`src/rtl/bta_pkg.sv`:
```
// Package with constants and carrier types for the branch target address unit.
package bta_pkg;

  localparam int unsigned ADDR_W = 16;
  localparam logic [15:0] IP_RESET = 16'h0000;
  localparam logic [15:0] VEC_BASE = 16'h0040;
  localparam logic [15:0] VEC_LAST = 16'h007f;
  localparam int unsigned VIDX_LSB = 1;
  localparam int unsigned VIDX_MSB = 5;
  localparam int unsigned DISP_SIGN = 7;
  localparam logic [2:0] LEN_MAX = 3'h4;
  localparam logic [15:0] BYTE_STEP = 16'h0001;

  typedef enum logic [2:0] {
    BTA_OP_SEQ,
    BTA_OP_REL,
    BTA_OP_ABS,
    BTA_OP_VEC,
    BTA_OP_REG,
    BTA_OP_DIR
  } bta_op_t;

  typedef struct packed {
    logic        valid;
    bta_op_t     op;
    logic [2:0]  len;
    logic        cond;
    logic [7:0]  disp;
    logic [15:0] imm;
    logic [15:0] pair;
  } bta_req_t;

  typedef struct packed {
    logic        rd;
    logic [15:0] addr;
  } bta_mem_t;

endpackage

```
`src/rtl/bta_rel_add.sv`:
```
// Sign-extending adder for relative branch targets.
`timescale 1ns/1ns
module bta_rel_add
  import bta_pkg::*;
(
  input  wire logic [15:0] base,
  input  wire logic [7:0]  disp,
  output logic      [15:0] target
);
  logic [15:0] dispExt;

  always_comb begin
    dispExt = {{8{disp[DISP_SIGN]}}, disp};
    target  = base + dispExt;
  end
endmodule

```
`src/rtl/bta_unit.sv`:
```
// Program counter update and branch target generation unit.
`timescale 1ns/1ns
module bta_unit
  import bta_pkg::*;
(
  input  wire logic       ref_clk,
  input  wire logic       rst_b,
  input  wire bta_req_t   req,
  input  wire logic [7:0] memData,
  output logic            busy,
  output logic            done,
  output logic [15:0]     instrPointer,
  output bta_mem_t        vecRead,
  output bta_mem_t        operandRead
);

  typedef enum logic [1:0] {
    BTA_IDLE,
    BTA_VLO,
    BTA_VHI
  } bta_state_t;

  typedef struct packed {
    bta_state_t  state;
    logic [15:0] ip;
    logic [7:0]  lowByte;
    logic        busy;
    logic        done;
    bta_mem_t    vec;
    bta_mem_t    opnd;
  } bta_regs_t;

  bta_regs_t   r;
  bta_regs_t   next_r;
  logic [15:0] nextSeq;
  logic [15:0] relTarget;
  logic [15:0] vecAddr;

  // Only a 16-bit pointer is served; other widths are refused at elaboration.
  if (ADDR_W != 16) begin : gen_addr_check
    $error("bta_unit supports only a 16-bit address space.");
  end

  bta_rel_add relAdd (
    .base   (nextSeq),
    .disp   (req.disp),
    .target (relTarget)
  );

  always_comb begin
    // The following instruction's address is both the fall-through and the relative base.
    nextSeq = r.ip + {13'h0000, req.len};
    vecAddr = VEC_BASE | {10'h000, req.imm[VIDX_MSB:VIDX_LSB], 1'b0};
    next_r = r;
    next_r.done = 1'b0;
    next_r.vec.rd = 1'b0;
    next_r.opnd.rd = 1'b0;
    case (r.state)
      BTA_IDLE: begin
        if (req.valid) begin
          next_r.done = 1'b1;
          case (req.op)
            BTA_OP_SEQ: begin
              next_r.ip = nextSeq;
            end
            BTA_OP_REL: begin
              next_r.ip = req.cond ? relTarget : nextSeq;
            end
            BTA_OP_ABS: begin
              next_r.ip = req.imm;
            end
            BTA_OP_VEC: begin
              // Further requests are ignored until both table bytes are in.
              next_r.done = 1'b0;
              next_r.busy = 1'b1;
              next_r.vec.rd = 1'b1;
              next_r.vec.addr = vecAddr;
              next_r.state = BTA_VLO;
            end
            BTA_OP_REG: begin
              next_r.ip = req.pair;
            end
            BTA_OP_DIR: begin
              next_r.opnd.rd = 1'b1;
              next_r.opnd.addr = req.imm;
              next_r.ip = nextSeq;
            end
            default: begin
              next_r.ip = nextSeq;
            end
          endcase
        end
      end
      BTA_VLO: begin
        // The low byte arrives while the odd-address read is being issued.
        next_r.lowByte = memData;
        next_r.vec.rd = 1'b1;
        next_r.vec.addr = r.vec.addr + BYTE_STEP;
        next_r.state = BTA_VHI;
      end
      BTA_VHI: begin
        // Both halves are in hand, so the entry becomes the new pointer.
        next_r.ip = {memData, r.lowByte};
        next_r.busy = 1'b0;
        next_r.done = 1'b1;
        next_r.state = BTA_IDLE;
      end
      default: begin
        next_r.state = BTA_IDLE;
        next_r.busy = 1'b0;
      end
    endcase
  end

  // Reset returns the pointer to its start address and drops every strobe.
  always_ff @(posedge ref_clk) begin
    if (!rst_b) begin
      r <= '{state: BTA_IDLE, ip: IP_RESET, lowByte: 8'h00, busy: 1'b0, done: 1'b0,
             vec: '{rd: 1'b0, addr: 16'h0000}, opnd: '{rd: 1'b0, addr: 16'h0000}};
    end else begin
      r <= next_r;
    end
  end

  // Every output is a field of the state register.
  assign busy = r.busy;
  assign done = r.done;
  assign instrPointer = r.ip;
  assign vecRead = r.vec;
  assign operandRead = r.opnd;
endmodule

```
`config.mk`:
```
export PLATFORM = sky130hd
export DESIGN_NAME = bta_unit
export DESIGN_NICKNAME = d
export VERILOG_FILES = /design/src/rtl/bta_pkg.sv /design/src/rtl/bta_rel_add.sv /design/src/rtl/bta_unit.sv
export SDC_FILE = /design/constraint.sdc
export NUM_CORES = 1
export LEC_CHECK = 0
export BUFFER_PORTS_ARGS = -buffer_cell sky130_fd_sc_hd__buf_2
export CAP_MARGIN = 0
export CORE_MARGIN = 3
export CORE_UTILIZATION = 55
export CTS_CLUSTER_DIAMETER = 30
export DETAILED_ROUTE_END_ITERATION = 16
export PLACE_DENSITY = 0.9
export SYNTH_ARGS = -nofsm -noshare
export SYNTH_HDL_FRONTEND = slang
export SYNTH_SLANG_ARGS = --single-unit
```
`constraint.sdc`:
```
create_clock -name ref_clk -period 4.4 [get_ports ref_clk]
set_input_delay 0.88 -clock ref_clk [delete_from_list [all_inputs] [get_ports ref_clk]]
set_output_delay 0.88 -clock ref_clk [all_outputs]
set_load 0.005 [all_outputs]
```
=== Yosys cells after proc, flatten, opt, wreduce, memory -nomap -nowiden ===
Cells that the tools add are included.

* Add/sub/neg operators: 3
* Multiply operators: 0
* Divide/modulo/power cells: 0
* Order comparisons: 0
* Eq/ne operators: 10
* Shifts and indexed selects: 0
* Mux-type cells: 12
* Bitwise operators: 1
* Reduce and logical (&&, ||, !) cells: 9

{| class="wikitable"
|+ Operators by type and width
! kind !! count
|-
| $pmux 16 s4 || 1
|-
| $mux 36 || 1
|-
| $pmux 17 s2 || 1
|-
| $pmux 16 s2 || 1
|-
| $mux 19 || 1
|-
| $mux 18 || 1
|-
| $mux 17 || 1
|-
| $add 16x1->16 const B || 1
|-
| $add 16x16->16 || 1
|-
| $add 16x3->16 || 1
|-
| $mux 16 || 1
|-
| $reduce_and 3->1 || 5
|-
| $eq 3x2->1 const B || 2
|-
| $eq 3x3->1 const B || 2
|-
| $ne 2x2->1 const B || 2
|-
| $pmux 1 s2 || 2
|-
| $pmux 2 s2 || 1
|-
| $reduce_bool 2->1 || 2
|-
| $eq 3x1->1 const B || 1
|-
| $eq 2x1->1 const B || 1
|-
| $eq 2x2->1 const B || 1
|-
| $logic_not 2->1 || 1
|-
| $mux 2 || 1
|-
| $ne 2x1->1 const B || 1
|-
| other kinds (2) || 2
|}

* Bits in registers: 62
* Latch bits: 0
* Bits in writable memories: 0
* ROM bits: 0
* Bits of input ports: 58
* Output and inout bits: 52
* Logic and storage cells: 44
* Memories: 0

=== Longest topological paths before layout ===
* Word-level depth: 6
* Mapped depth: 15
* Depth with buffers taken out: 15

=== By module ===
Synthesis repeated with hierarchy kept, for this count alone.

* Cell total of the unflattened synthesis: 625
* Area total of the unflattened synthesis: 4825.9 um2

{| class="wikitable"
|+ Modules (own cells, without submodules)
! module !! times used !! cells an instance !! area each (um2) !! seq. area each (um2)
|-
| bta_unit || 1 || 518 || 3972.6 || 1241.2
|-
| bta_rel_add || 1 || 107 || 853.3 || 0.0
|}

=== Worst setup path before layout ===
OpenSTA, ideal clock, no wires.

* Path kind: input to register
* From: input port req[41] (netlist bit)
* To: register r (netlist bit instrPointer[15])
* Setup time: 0.069 ns
* Arrival time: 3.922 ns
* Required time: 4.331 ns
* Slack: 0.410 ns
* Stages on the path: 15
* Path buffers: 0
* Path through: ha_1 -> fa_1 -> a21o_1 -> and4_1 -> and4_1 -> xnor2_1 -> inv_1 -> ha_1 -> nand4_1 -> nor3_1 -> o21a_1 -> a221oi_2 -> mux2i_1 -> mux2_1 -> o21ai_1

* Longest elaborated chain between the ends: 6

{| class="wikitable"
|+ RTL lines
! item !! line !! source
|-
| start: declaration || bta_unit.sv:8 || <nowiki>input wire bta_req_t req,</nowiki>
|-
| $add 16x3->16 * || bta_unit.sv:52 || <nowiki>nextSeq = r.ip + {13'h0000, req.len};</nowiki>
|-
| $add 16x16->16 || bta_rel_add.sv:14 || <nowiki>target = base + dispExt;</nowiki>
|-
| $mux 16 || bta_unit.sv:67 || <nowiki>next_r.ip = req.cond ? relTarget : nextSeq;</nowiki>
|-
| $pmux 16 s4 * || bta_unit.sv:62 || <nowiki>case (req.op)</nowiki>
|-
| $mux 18 * || bta_unit.sv:60 || <nowiki>if (req.valid) begin</nowiki>
|-
| $pmux 16 s2 * || bta_unit.sv:58 || <nowiki>case (r.state)</nowiki>
|-
| end signal: assignment || bta_unit.sv:118 || <nowiki>r <= '{state: BTA_IDLE, ip: IP_RESET, lowByte: 8'h00, busy: 1'b0, done: 1'b0,</nowiki>
|-
| end signal: assignment || bta_unit.sv:121 || <nowiki>r <= next_r;</nowiki>
|-
| end: declaration || bta_unit.sv:33 || <nowiki>bta_regs_t r;</nowiki>
|}

Every way passes the cells marked *; elsewhere a longest branch is shown, timed or not. The select of a mux whose other input is x is not followed.
A chain may end at the register's enable or synchronous reset.

=== Worst setup path after layout ===
Same ends and word-level chain as after synthesis.

==> metrics.txt <==
power density normalized to cell area 294 nW/um2; initial standard-cell utilization of the core 0.580; sum of overflow across all layers after global routing 0; worst-case clock skew 0.00878 ns; most common cell after layout, fill and taps aside buf_2; IR drop worst, VDD 0.000181 V; vias in the first global route 4452; transition at the pin with the smallest max-transition slack 1.25 ns; via total after detailed routing 4570; Synth Warn # 0; Maximum Capacitance Violations 0; diode count 0; worst skew pair latency 0.35 ns; number of instances in the synthesized netlist 598; count of flip-flops with a built-in enable after synthesis 0; Area Growth Syn to Fin 9.36%; run status finished, final reports clean; total number of H-tree levels 3; FFs w/ async S/R, synth 0; hold buffers post-CTS 0; utilization of the core after routing 0.634; WL final 13.4 mm; number of distinct standard cells referenced by the synthesized netlist 62; Leak Pwr 2.25 nW; commonest non-fill, non-tap cells in the layout 109 x buf_2, 83 x nand2_1, 62 x dfxtp_1, 41 x nor2_1, 33 x o21ai_0; Tmin final 3.99 ns; most instantiated flip-flop cell in the synthesis netlist dfxtp_1; critical path arrival 4.26 ns; number of rows created at floorplan 32; Chip Width 97.4 um; final hold viol count 0; number of buffers inserted by port buffering 109; number of antenna violations at the first check in global routing 0; Post-CTS Repair Setup Buffers 0; area of the placeable core 7930 um2; routed length on met2 6.26 mm; Synth Register Bits 62; worst setup slack for register-to-register paths 0.73 ns; type of the tightest min-delay check flop to flop; sequential standard cell area 1240 um2; unrepaired setup endpoints after global routing no; maximum number of pins on one net before global-route repair 44; drt first-iter violations 327; kind of critical path primary input to flop; worst slew slack as a fraction of its limit 0.161; final period utilization 0.906; final weighted congestion in routability-driven placement 0.988; routed length on met3 1.11 mm; number of standard cells in the layout, taps in and fillers out 752; Sinks on Clock Net 62; Post-Synthesis Net Count 677; detail-routed net length per standard cell 17.8 um; area of the mapped netlist 4600 um2; placed cell count 736; Final HPWL DP 10.1 mm; final count of negative-setup-slack endpoints 0; Setup TNS Final 0 ns; area of the multi-input gates 2810 um2; share of final-layout standard cells stronger than drive strength 1 0.215; clock buffer count from CTS 9; vias per std cell 6.08; clock buffer depth 2; antenna viol nets, final 0; proportion of synthesized chip area in sequential cells 0.270; total track usage 0.276; CTS tree yes; Post-layout nets 724; post-cts gate resize count 0; Detailed Routing Iterations Pass 1 5; Critical Path Sink Type flop; area of the die 9490 um2; largest fanout on the critical path 8; required time of the critical path 4.68 ns; number of top-level design ports 110; fill count 713; Root Buffer clkbuf_8; metal1 wirelength 5.58 mm; final count of pins violating max slew 0; Post-Syn Area per Cell 7.69 um2; max layer used met4; highest clock rate 0.251 GHz; DRC 0; startpoint type of the worst setup path primary input; register clock-pin slew on the reported worst setup and hold paths 0.07 ns; Die Span Y 97.4 um; first-pass GRT wire length 21.7 mm
==> power breakdown <==
group | internal, mW | switching (mW)
logic | 0.149 | 0.199
clock network | 0.280 | 0.253
registers | 0.578 | 0.0206
==> layout make-up <==
class                      count  area share
multi-input combinational    445       0.559
inverter                      10     0.00747
sequential                    62       0.247
clock inverter                 6      0.0134
tap                          102      0.0254
timing repair buffer         117       0.120
clock buffer                  10      0.0274
==> cell families after synthesis <==
group,after synthesis,synth area share
adder cells (fa/ha/maj),21,0.0604
XOR/XNOR,29,0.0553
AND/OR/NAND/NOR,219,0.229
AO/OA/AOI/OAI,172,0.257
buffers and inverters,91,0.119
flip-flops,62,0.270
multiplexers,4,0.0101
==> final timing paths <==
kind,start,to,depth (start not counted)
max reg2reg,instrPointer[0],instrPointer[15],15
min,operandRead[15],operandRead[15],2
max,req[41],instrPointer[15],16
min reg2reg,operandRead[15],operandRead[15],2
==> critical path, cell delays in order <==
cell      delay, ns
buf_2          0.10
ha_1           0.22
fa_1           0.41
a21o_1         0.22
and4_1         0.24
and4_1         0.22
xnor2_1        0.19
inv_1          0.06
ha_1           0.37
nand4_1        0.16
nor3_1         0.09
o21a_1         0.18
a221oi_2       0.25
mux2i_1        0.22
mux2_1         0.33
o21ai_1        0.12
==> synthesized netlist by cell type (3+ instances only) <==
| cell | instances | area share |
|---|---|---|
| clkbuf_1 | 23 | 0.019 |
| o21ai_1 | 3 | 0.0033 |
| o22ai_1 | 6 | 0.0082 |
| a22oi_1 | 17 | 0.028 |
| a21boi_1 | 3 | 0.0049 |
| nand3b_1 | 3 | 0.0049 |
| and3_1 | 9 | 0.012 |
| nor2_1 | 41 | 0.033 |
| and2_1 | 10 | 0.014 |
| nand4_1 | 6 | 0.0082 |
| and4_1 | 5 | 0.0095 |
| nand3_1 | 20 | 0.022 |
| a22o_1 | 3 | 0.0057 |
| a21boi_0 | 25 | 0.041 |
| nor3_1 | 13 | 0.014 |
| a211oi_1 | 6 | 0.0098 |
| xnor2_1 | 15 | 0.029 |
| inv_1 | 10 | 0.0082 |
| a21o_1 | 10 | 0.016 |
| ha_1 | 19 | 0.052 |
| nand2b_1 | 6 | 0.0082 |
| o21ai_0 | 33 | 0.036 |
| o211ai_1 | 3 | 0.0049 |
| dfxtp_1 | 62 | 0.27 |
| buf_2 | 4 | 0.0044 |
| xor2_1 | 14 | 0.027 |
| a21oi_1 | 27 | 0.029 |
| o21a_1 | 5 | 0.0082 |
| a31oi_1 | 3 | 0.0041 |
| a221oi_1 | 6 | 0.011 |
| buf_4 | 53 | 0.087 |
| nor2b_1 | 14 | 0.019 |
| nand2_1 | 83 | 0.068 |
==> state kept, by name, summed over array words and instances, names as in the netlist <==
register and cells:
vecRead 17, done 1, operandRead 17, busy 1
r 10, instrPointer 16
==> metrics by stage <==
stage	area (um2)	power (mW)	hold WS (ns)	worst slack, ns
floorplan	4600	0.851	0.440	0.410
global placement	4820	0.939	0.447	0.186
detailed placement	4820	0.949	0.456	0.0661
CTS	5030	1.47	0.468	0.429
global route	5030	1.54	0.498	0.183
finish	5030	1.48	0.466	0.413
==> metal layers <==
layer,up-vias,global-route usage
li1,2173,-
met1,2133,0.350
met2,231,0.448
met3,33,0.0538
met4,0,0.135
met5,-,0
No activity file was read; power rests on OpenSTA's default activity.
